**src/design/sbr_pkg.sv**
```systemverilog
// package: opcodes, fields and reset values for the execute block
//
// Contract
// - decrement_skip_zero writes f minus one to W when d=0, else to f.
// - zero result discards the fetched next word, executes a no-op: two cycles.
// - jump_immediate loads its 11-bit immediate into PC bits 10..0.
// - jump_immediate fills PC bits 12..11 from pc_high_latch bits 4..3.
// - jump_immediate always taken, one word, two cycles.
// - return_with_literal loads W with the low byte; x opcode bits ignored.
// - return_with_literal pops stack_top into PC, takes two cycles.
// - rotate_left_carry shifts f left through carry in one cycle.
// - rotate result goes to W when d=0, back to f when d=1.
// - decrement_skip_zero decoded from 00 1011 dfff ffff, flags unchanged.
`default_nettype none
package sbr_pkg;
  localparam int INSN_W = 14;
  localparam int PC_W = 13;
  localparam int DATA_W = 8;
  localparam int ADDR_W = 7;
  localparam int DEST_BIT = 7;
  localparam int JUMP_K_W = 11;
  localparam int LATCH_LO = 3;
  localparam int OPC_MSB = 13;
  localparam int OP_ALU_LSB = 8;
  localparam int OP_JUMP_LSB = 11;
  localparam int OP_RET_LSB = 10;
  localparam logic [5:0] OP_DEC_SKIP = 6'h0B;
  localparam logic [5:0] OP_ROT_LEFT = 6'h0D;
  localparam logic [2:0] OP_JUMP = 3'h5;
  localparam logic [3:0] OP_RET_LIT = 4'hD;
  localparam logic [PC_W-1:0] PC_RESET = 13'h0000;
  localparam logic [DATA_W-1:0] W_RESET = 8'h00;
endpackage : sbr_pkg
`default_nettype wire
```
**src/design/sbr_exec.sv**
```systemverilog
// module: executes decrement-skip, jump, return-literal and rotate-left
`default_nettype none
module sbr_op_match
  import sbr_pkg::*;
#(
  parameter int FIELD_W = 6
) (
  input wire logic [FIELD_W-1:0] field,
  input wire logic [FIELD_W-1:0] pattern,
  output logic hit
);
  assign hit = field == pattern;
endmodule : sbr_op_match

module sbr_dest_route
  import sbr_pkg::*;
(
  input wire logic enable,
  input wire logic toFile,
  output logic fileWr,
  output logic workWr
);
  assign fileWr = enable && toFile;
  assign workWr = enable && !toFile;
endmodule : sbr_dest_route

module sbr_exec
  import sbr_pkg::*;
(
  input wire logic ref_clk,
  input wire logic rst_n,
  input wire logic insnValid,
  input wire logic [INSN_W-1:0] insnWord,
  input wire logic [DATA_W-1:0] regRdData,
  input wire logic [PC_W-1:0] stackTop,
  input wire logic [DATA_W-1:0] pcHighLatch,
  input wire logic carryIn,
  output logic [ADDR_W-1:0] regAddr,
  output logic regWrEn,
  output logic [DATA_W-1:0] regWrData,
  output logic [PC_W-1:0] pcOut,
  output logic pcLoad,
  output logic stackPop,
  output logic [DATA_W-1:0] wOut,
  output logic carryOut,
  output logic carryWrEn,
  output logic flushNext,
  output logic busy
);
  typedef struct packed {
    logic [PC_W-1:0] pc;
    logic pcLoad;
    logic stackPop;
    logic [DATA_W-1:0] w;
    logic carry;
    logic carryWr;
    logic regWr;
    logic [DATA_W-1:0] regWrData;
    logic flush;
    logic discard;
  } sbr_state_t;

  sbr_state_t state_reg;
  sbr_state_t state_next;
  typedef enum logic [4:0] {
    INSN_NONE = 5'h01,
    INSN_DEC = 5'h02,
    INSN_ROT = 5'h04,
    INSN_JUMP = 5'h08,
    INSN_RET = 5'h10
  } sbr_insn_t;

  sbr_insn_t insnClass;
  logic isDec;
  logic isRot;
  logic isJump;
  logic isRet;
  logic destF;
  logic [DATA_W-1:0] decValue;
  logic [DATA_W-1:0] rotValue;
  logic [PC_W-1:0] jumpTarget;
  logic decZero;
  logic rotCarry;
  logic execNow;
  logic decFileWr;
  logic decWorkWr;
  logic rotFileWr;
  logic rotWorkWr;

  // opcode field matchers
  sbr_op_match #(
    .FIELD_W($bits(OP_DEC_SKIP))
  ) u_match_dec (
    .field(insnWord[OPC_MSB:OP_ALU_LSB]),
    .pattern(OP_DEC_SKIP),
    .hit(isDec)
  );
  sbr_op_match #(
    .FIELD_W($bits(OP_ROT_LEFT))
  ) u_match_rot (
    .field(insnWord[OPC_MSB:OP_ALU_LSB]),
    .pattern(OP_ROT_LEFT),
    .hit(isRot)
  );
  sbr_op_match #(
    .FIELD_W($bits(OP_JUMP))
  ) u_match_jump (
    .field(insnWord[OPC_MSB:OP_JUMP_LSB]),
    .pattern(OP_JUMP),
    .hit(isJump)
  );
  sbr_op_match #(
    .FIELD_W($bits(OP_RET_LIT))
  ) u_match_ret (
    .field(insnWord[OPC_MSB:OP_RET_LSB]),
    .pattern(OP_RET_LIT),
    .hit(isRet)
  );

  always_comb begin
    insnClass = INSN_NONE;
    if (isDec) begin
      insnClass = INSN_DEC;
    end else if (isRot) begin
      insnClass = INSN_ROT;
    end else if (isJump) begin
      insnClass = INSN_JUMP;
    end else if (isRet) begin
      insnClass = INSN_RET;
    end
  end

  assign destF = insnWord[DEST_BIT];
  assign decValue = regRdData - 8'h01;
  assign decZero = decValue == '0;
  assign rotValue = {regRdData[DATA_W-2:0], carryIn};
  assign rotCarry = regRdData[DATA_W-1];
  assign jumpTarget = {
    pcHighLatch[LATCH_LO+1:LATCH_LO],
    insnWord[JUMP_K_W-1:0]
  };
  assign execNow = insnValid && !state_reg.discard;
  assign regAddr = insnWord[ADDR_W-1:0];

  // destination select shared by decrement and rotate
  sbr_dest_route u_route_dec (
    .enable(execNow && insnClass == INSN_DEC),
    .toFile(destF),
    .fileWr(decFileWr),
    .workWr(decWorkWr)
  );
  sbr_dest_route u_route_rot (
    .enable(execNow && insnClass == INSN_ROT),
    .toFile(destF),
    .fileWr(rotFileWr),
    .workWr(rotWorkWr)
  );

  always_comb begin
    state_next = state_reg;
    state_next.pcLoad = 1'b0;
    state_next.stackPop = 1'b0;
    state_next.carryWr = 1'b0;
    state_next.regWr = 1'b0;
    state_next.flush = 1'b0;
    if (insnValid) begin
      state_next.discard = 1'b0;
    end
    if (execNow) begin
      unique case (insnClass)
        INSN_DEC: begin
          if (decFileWr) begin
            state_next.regWr = 1'b1;
            state_next.regWrData = decValue;
          end
          if (decWorkWr) begin
            state_next.w = decValue;
          end
          if (decZero) begin
            state_next.flush = 1'b1;
            state_next.discard = 1'b1;
          end
        end
        INSN_ROT: begin
          state_next.carry = rotCarry;
          state_next.carryWr = 1'b1;
          if (rotFileWr) begin
            state_next.regWr = 1'b1;
            state_next.regWrData = rotValue;
          end
          if (rotWorkWr) begin
            state_next.w = rotValue;
          end
        end
        INSN_JUMP: begin
          state_next.pc = jumpTarget;
          state_next.pcLoad = 1'b1;
          state_next.flush = 1'b1;
          state_next.discard = 1'b1;
        end
        INSN_RET: begin
          state_next.w = insnWord[DATA_W-1:0];
          state_next.pc = stackTop;
          state_next.pcLoad = 1'b1;
          state_next.stackPop = 1'b1;
          state_next.flush = 1'b1;
          state_next.discard = 1'b1;
        end
        INSN_NONE: begin
          // unknown words are ignored
        end
      endcase
    end
    if (!rst_n) begin
      state_next = '0;
      state_next.pc = PC_RESET;
      state_next.w = W_RESET;
    end
  end

  always_ff @(posedge ref_clk) begin
    state_reg <= state_next;
  end

  assign regWrEn = state_reg.regWr;
  assign regWrData = state_reg.regWrData;
  assign pcOut = state_reg.pc;
  assign pcLoad = state_reg.pcLoad;
  assign stackPop = state_reg.stackPop;
  assign wOut = state_reg.w;
  assign carryOut = state_reg.carry;
  assign carryWrEn = state_reg.carryWr;
  assign flushNext = state_reg.flush;
  assign busy = state_reg.discard;
endmodule : sbr_exec
`default_nettype wire

```
**config.mk**
```make
export PLATFORM = sky130hd
export DESIGN_NAME = sbr_exec
export DESIGN_NICKNAME = d
export VERILOG_FILES = /design/src/design/sbr_pkg.sv /design/src/design/sbr_exec.sv
export SDC_FILE = /design/constraint.sdc
export NUM_CORES = 1
export LEC_CHECK = 0
export BUFFER_PORTS_ARGS = -buffer_cell sky130_fd_sc_hd__buf_2
export CAP_MARGIN = 20
export CORE_ASPECT_RATIO = 0.5
export CORE_MARGIN = 1.5
export CORE_UTILIZATION = 46
export DETAILED_ROUTE_END_ITERATION = 16
export PLACE_DENSITY = 0.8
export SYNTH_ARGS = -nofsm -noshare
export SYNTH_HDL_FRONTEND = slang
export SYNTH_SLANG_ARGS = --single-unit
```
**constraint.sdc**
```tcl
create_clock -name ref_clk -period 1.85 [get_ports ref_clk]
set_input_delay 0.0925 -clock ref_clk [delete_from_list [all_inputs] [get_ports ref_clk]]
set_output_delay 0.0925 -clock ref_clk [all_outputs]
set_load 0.05 [all_outputs]
```
==> run_results.csv, run 1 <==
group,metric,value,unit
status,status,"finished, final reports clean",
cts,cts-root-buf,"clkbuf_8",
sta,setup_slack,291,ps
worst_setup_path,arrival,1750,ps
sta,finalCriticalPeriod,1560,ps
flow_run,maxCapViolCount,0,
sta,tightest_slew,541,ps
cts,cts_tree,"done",
cts,clkTransAtPathRegs,70,ps
synth,synth-seq-cells,36,
floorplan,ios,90,
synth,netlist_instances,213,
cells_and_area,fillers,376,
min_path,hold_class,"in2reg",
floorplan,initial_core_util,48.0,%
sta,slew_headroom,63.9,%
power,max-vdd-ir-drop,0.361,mV
floorplan,fp.dieW,93,µm
detailed_routing,first_pass_iters,4,
sta,finClkSkew,3.66,ps
synth,synth_top_area_share,38.7,%
synth,synthSimpleGateAreaFrac,16.7,%
detailed_routing,drc,0,
sta,rsz0062_at_grt,"false",
worst_setup_path,cp.required,2040,ps
cells_and_area,final_common_cell,"buf_2",
floorplan,core,3880,µm²
synth,yosys_warnings,0,
synth,synthesis.nets,262,
synth,yosysTopAreaCell,"dfxtp_1",
synth,yosysUniqueCellTypes,44,
synth,async_reset_ff_share,0,%
cells_and_area,area_growth,28.3,%
sta,slew_violations,0,
cts,cts.repair.resized,0,
synth,synthTopCellsByArea,"dfxtp_1 39%, a22oi_1 8.1%, o211a_1 7.5%",
sta,setup_tns,0,ps
sta,maxClockFrequency,0.641,GHz
placement,gp_congestion,0.890,
cells_and_area,final_cell_mix,"83 x buf_2, 36 x dfxtp_1, 22 x o21ai_0",
synth,avgSynthCellArea,8.75,µm²
floorplan,rows,16,
power,power_frac_comb,19.4,%
sta,hold_violations,0,
placement,place_ws,48.8,ps
global_route,grt_max_degree,37,
synth,synthMuxAreaShare,0.537,%
global_route,grt_pass1_vias,1685,
global_route,grt_pass1_wl,7970,µm
cts,numCtsBuffers,5,
worst_setup_path,worst-path-max-fanout,5,
cells_and_area,diodes,0,
global_route,grt_antenna_before_repair,0,
cells_and_area,fin_util,61.5,%
detailed_routing,routedWlPerCell,15.4,µm
synth,synth_compound_area_share,32.6,%
global_route,grt-ovfl-total,0,
synth,synth_edf_count,0,
worst_setup_path,endpoint_kind,"flip-flop",
power,clkPwrFrac,34.3,%
synth,ys.flop_type,"dfxtp_1",
cells_and_area,nNetsFinal,337,
detailed_routing,first_iter_violations,120,
cts,post_cts_buffers,0,
floorplan,dieArea,4460,µm²
sta,period_share,84.3,%
power,p_switching,0.502,mW
global_route,grt_usage,23.7,%
cts,clock_tree.buffer_depth,2,
power,powerDensity,729,nW/µm²
cts,h-tree-depth,2,
cts,postCtsHoldBufs,0,
worst_setup_path,worstSetupPathType,"in2reg",
synth,ys_seq_area_share,38.7,%
floorplan,die_y,48,µm
cts,worstSkewPairLatency,280,ps
cells_and_area,drive_gt1_share,36.1,%
cts,cts.sinks,36,
detailed_routing,ant_nets,0,
synth,synth_area,1860,µm²
placement,hpwl,3920,µm
worst_setup_path,start_kind,"primary input",
power,power_leakage,1.25,nW
synth,synth_xor_area_share,1.88,%
power,switching_share,28.9,%
sta,setup_viol,0,
detailed_routing,vias_per_cell,5.62,
synth,synth_top_family_by_area,"compound AO/OA/AOI/OAI gates",
synth,synth_fa_ha_area_share,1.34,%
detailed_routing,vias,1921,
power,power.internal,1.24,mW
power,seq_power_share,46.3,%
detailed_routing,wl,5270,µm
placement,place.port_buffers,83,
-- metal layers --
| layer | routed length, µm | global-route usage, % |
|---|---|---|
| met5 | 0 | 0 |
| met4 | 63 | 8.18 |
| met3 | 433 | 5.71 |
| met2 | 2360 | 38.0 |
| met1 | 2400 | 32.1 |
-- power by group through the flow --
stage | combinational, mW | clock [mW] | sequential (mW)
after floorplan | 0.150 | 0 | 0.897
after global placement | 0.328 | 0 | 0.823
after detailed placement | 0.334 | 0 | 0.823
after CTS | 0.336 | 0.613 | 0.806
after global routing | 0.362 | 0.645 | 0.808
final | 0.339 | 0.597 | 0.806
-- sequential cells by signal (all words and copies together) (netlist names) --
signal,cells
pcOut,13
regWrData,8
wOut,8
busy,1
carryOut,1
carryWrEn,1
flushNext,1
pcLoad,1
regWrEn,1
stackPop,1
-- cell usage after synthesis (all sizes together), types with 2 or more instances --
| master | number |
|---|---|
| o21ai | 22 |
| nor3 | 3 |
| clkbuf | 10 |
| dfxtp | 36 |
| a21oi | 8 |
| nor3b | 3 |
| a22oi | 20 |
| nand2b | 2 |
| nor2b | 5 |
| a31oi | 11 |
| o21a | 2 |
| xor2 | 2 |
| a2bb2oi | 2 |
| o31ai | 2 |
| buf | 17 |
| inv | 3 |
| and2 | 2 |
| ha | 2 |
| nand2 | 21 |
| o211a | 14 |
| and3b | 4 |
| and3 | 2 |
| xnor2 | 2 |
-- final timing paths --
check,start,end,slack [ps],cells after the start
worst min register to register,pcOut[6],pcOut[6],490,1
worst max-delay path,regRdData[1],flushNext,290,7
worst min-delay path,insnWord[3],wOut[3],110,3
worst max register to register,busy,wOut[2],360,5
-- final cells by class --
| class | count | area (µm²) | area share [%] |
|---|---|---|---|
| clock buffer | 7 | 96.3 | 4.03 |
| inverter | 3 | 11.3 | 0.471 |
| multi-input combinational | 147 | 988 | 41.4 |
| sequential | 36 | 721 | 30.2 |
| tap | 54 | 67.6 | 2.83 |
| timing repair buffer | 95 | 505 | 21.2 |
-- cells by family after synthesis --
| family | Yosys count |
|---|---|
| AO/OA/AOI/OAI | 87 |
| AND/OR/NAND/NOR | 53 |
| flip-flops | 36 |
| buffers and inverters | 30 |
| XOR/XNOR | 4 |
| adder cells (fa/ha/maj) | 2 |
| multiplexers | 1 |
-- per-stage QoR --
| step | instances | power, mW | instance area, µm² | hold WS (ps) |
|---|---|---|---|---|
| after detailed placement | 335 | 1.16 | 2290 | 400 |
| after global placement | 335 | 1.15 | 2290 | 403 |
| after floorplan | 213 | 1.05 | 1860 | 245 |
| after global routing | 342 | 1.81 | 2390 | 119 |
| final | 342 | 1.74 | 2390 | 112 |
| after CTS | 342 | 1.75 | 2390 | 99.2 |
-- worst max-delay path, stage by stage --
cell	delay [ps]
buf_2	130
inv_1	80
ha_1	180
nor3b_1	240
xnor2_1	190
or4bb_1	570
o31ai_1	270
Note: power is estimated with default switching activity, not from simulation.
==> run 2, diff against run 1 <==
- CORE_UTILIZATION: 46 -> 41
- PLACE_DENSITY: 0.8 -> 0.75
- clock period: 1.85 -> 1.37 ns (I/O delays scaled with it)
==> run 2 against run 1 <==
Compared with the run above:
- hold slack worse by 34 ps
- highest routed layer unchanged
- register-to-register slack worse by 300 ps
- die area is 12% higher
- combinational power is 53% higher
- via count is 4.3% higher
- clock power is 20% higher
- power is 33% higher
- non-clock buffer count is 22 higher
==> run_results.csv, run 2 (synthesis gave the netlist of run 1 again) <==
group,metric,value,unit
cells_and_area,area_growth,39.7,%
global_route,grt_usage,23.5,%
sta,tightest_slew,574,ps
floorplan,rows,17,
power,switching_share,30.4,%
global_route,grt_antenna_before_repair,0,
detailed_routing,wl,5830,µm
detailed_routing,drc,0,
sta,maxClockFrequency,0.759,GHz
worst_setup_path,worst-path-max-fanout,5,
sta,setup_slack,53.0,ps
placement,place_ws,-223,ps
cts,cts-root-buf,"clkbuf_8",
sta,setup_viol,0,
power,p_switching,0.706,mW
sta,slew_violations,0,
cts,numCtsBuffers,5,
sta,holdWs,78.0,ps
status,status,"finished, final reports clean",
detailed_routing,vias_per_cell,5.46,
floorplan,dieArea,4980,µm²
global_route,grt-ovfl-total,0,
cells_and_area,final_common_cell,"buf_2",
worst_setup_path,slowest_stage,"or4bb_4",
cts,cts.sinks,36,
detailed_routing,first_iter_violations,123,
cells_and_area,diodes,0,
placement,gp_congestion,0.924,
worst_setup_path,cp.required,1570,ps
floorplan,fp.dieW,98.3,µm
min_path,hold_class,"in2reg",
floorplan,ios,90,
cts,cts_tree,"done",
detailed_routing,wl_met2,2580,µm
placement,place.port_buffers,83,
global_route,grt_pass1_vias,1839,
cells_and_area,final_cell_mix,"83 x buf_2, 35 x dfxtp_1, 32 x buf_4",
worst_setup_path,r2r-start,"busy",
cts,clock_tree.buffer_depth,2,
floorplan,die_y,50.7,µm
power,powerDensity,892,nW/µm²
detailed_routing,routedWlPerCell,15.9,µm
cts,clkTransAtPathRegs,70,ps
flow_run,maxCapViolCount,0,
sta,hold_violations,0,
detailed_routing,first_pass_iters,4,
detailed_routing,vias,2004,
cts,h-tree-depth,2,
sta,finClkSkew,4.40,ps
floorplan,core,4380,µm²
floorplan,initial_core_util,42.5,%
sta,period_share,96.1,%
worst_setup_path,worstSetupPathType,"in2reg",
worst_setup_path,arrival,1510,ps
detailed_routing,wl_met3,398,µm
placement,hpwl,4380,µm
cells_and_area,largest_reg_flops,13,
cells_and_area,fillers,418,
power,power_frac_comb,22.4,%
cells_and_area,nNetsFinal,359,
worst_setup_path,critPathMaxStageDelay,490,ps
cells_and_area,drive_gt1_share,43.5,%
worst_setup_path,endpoint_kind,"flip-flop",
global_route,grt_pass1_wl,9200,µm
min_path,min-delay-start,"insnWord[3]",
detailed_routing,wl_met1,2790,µm
power,power_leakage,1.37,nW
worst_setup_path,critPathLaunch,"regRdData[1]",
cts,worstSkewPairLatency,280,ps
power,max-vdd-ir-drop,0.460,mV
power,power.internal,1.61,mW
worst_setup_path,start_kind,"primary input",
sta,slew_headroom,61.7,%
power,seq_power_share,46.9,%
detailed_routing,ant_nets,0,
worst_setup_path,crit_chain,"buf_2, inv_1, ha_2, nor3b_2, xnor2_1, or4bb_4, o31ai_1",
detailed_routing,top_layer,"met4",
sta,finalCriticalPeriod,1320,ps
power,clkPwrFrac,30.8,%
global_route,grt_max_degree,21,
[run 2: changes by cell type in the layout (fill, tap and decap cells not counted), sizes merged]
cell    previous run  this run
buf               95       117
clkbuf             7         6
clkinv             0         1
[run 2: worst paths after layout]
check | end | slack (ps) | cells past startpoint
worst min-delay path | wOut[3] | 80 | 3
worst min register to register | pcOut[1] | 490 | 1
worst max register to register | wOut[3] | 60 | 6
worst max-delay path | flushNext | 50 | 7
[run 2: layer usage]
metal  vias to the layer above  global-route usage [%]
li1                        989                       -
met1                       937                    34.2
met2                        72                    34.7
met3                         6                    5.15
met4                         0                    7.04
met5                         -                       0
[run 2: area by class of cell]
type | instances | area [µm²] | share of cell area, %
sequential | 36 | 724 | 27.8
multi-input combinational | 147 | 1020 | 39.3
clock inverter | 1 | 5.00 | 0.192
timing repair buffer | 117 | 696 | 26.7
inverter | 3 | 11.3 | 0.433
tap | 57 | 71.3 | 2.74
clock buffer | 6 | 72.6 | 2.79
[run 2: per-stage QoR]
stage | instance area (µm²) | utilization [%] | total power [mW] | TNS (ps) | instances
global route | 2600 | 59.4 | 2.42 | -10.4 | 367
CTS | 2570 | 58.6 | 2.32 | 0 | 365
floorplan | 1890 | - | 1.42 | 0 | 213
global placement | 2480 | 56.7 | 1.61 | -554 | 358
finish | 2600 | 59.4 | 2.32 | 0 | 367
detailed placement | 2480 | 56.7 | 1.61 | -758 | 358
[run 2: power by group through the flow]
stage / Sequential, mW / Combinational [mW] / Clock, mW
global route: 1.09 / 0.553 / 0.780
global placement: 1.11 / 0.496 / 0
floorplan: 1.21 / 0.208 / 0
detailed placement: 1.11 / 0.501 / 0
finish: 1.09 / 0.519 / 0.715
CTS: 1.09 / 0.504 / 0.728
[run 2: what timing repair did]
item	in CTS	in global routing
pin swaps	0	0
endpoints found under the hold margin	0	0
endpoints found under the setup margin	1	19
resized for setup	1	6
gates cloned	0	0
hold buffers	0	0
buffers inserted	0	2
[run 2: critical path, delay by kind of cell]
kind | cells | cell delay (ps)
fa+ha+maj | 1 | 220
xor+xnor | 1 | 150
simple gates | 2 | 680
buf+inv | 2 | 210
compound gates | 1 | 190
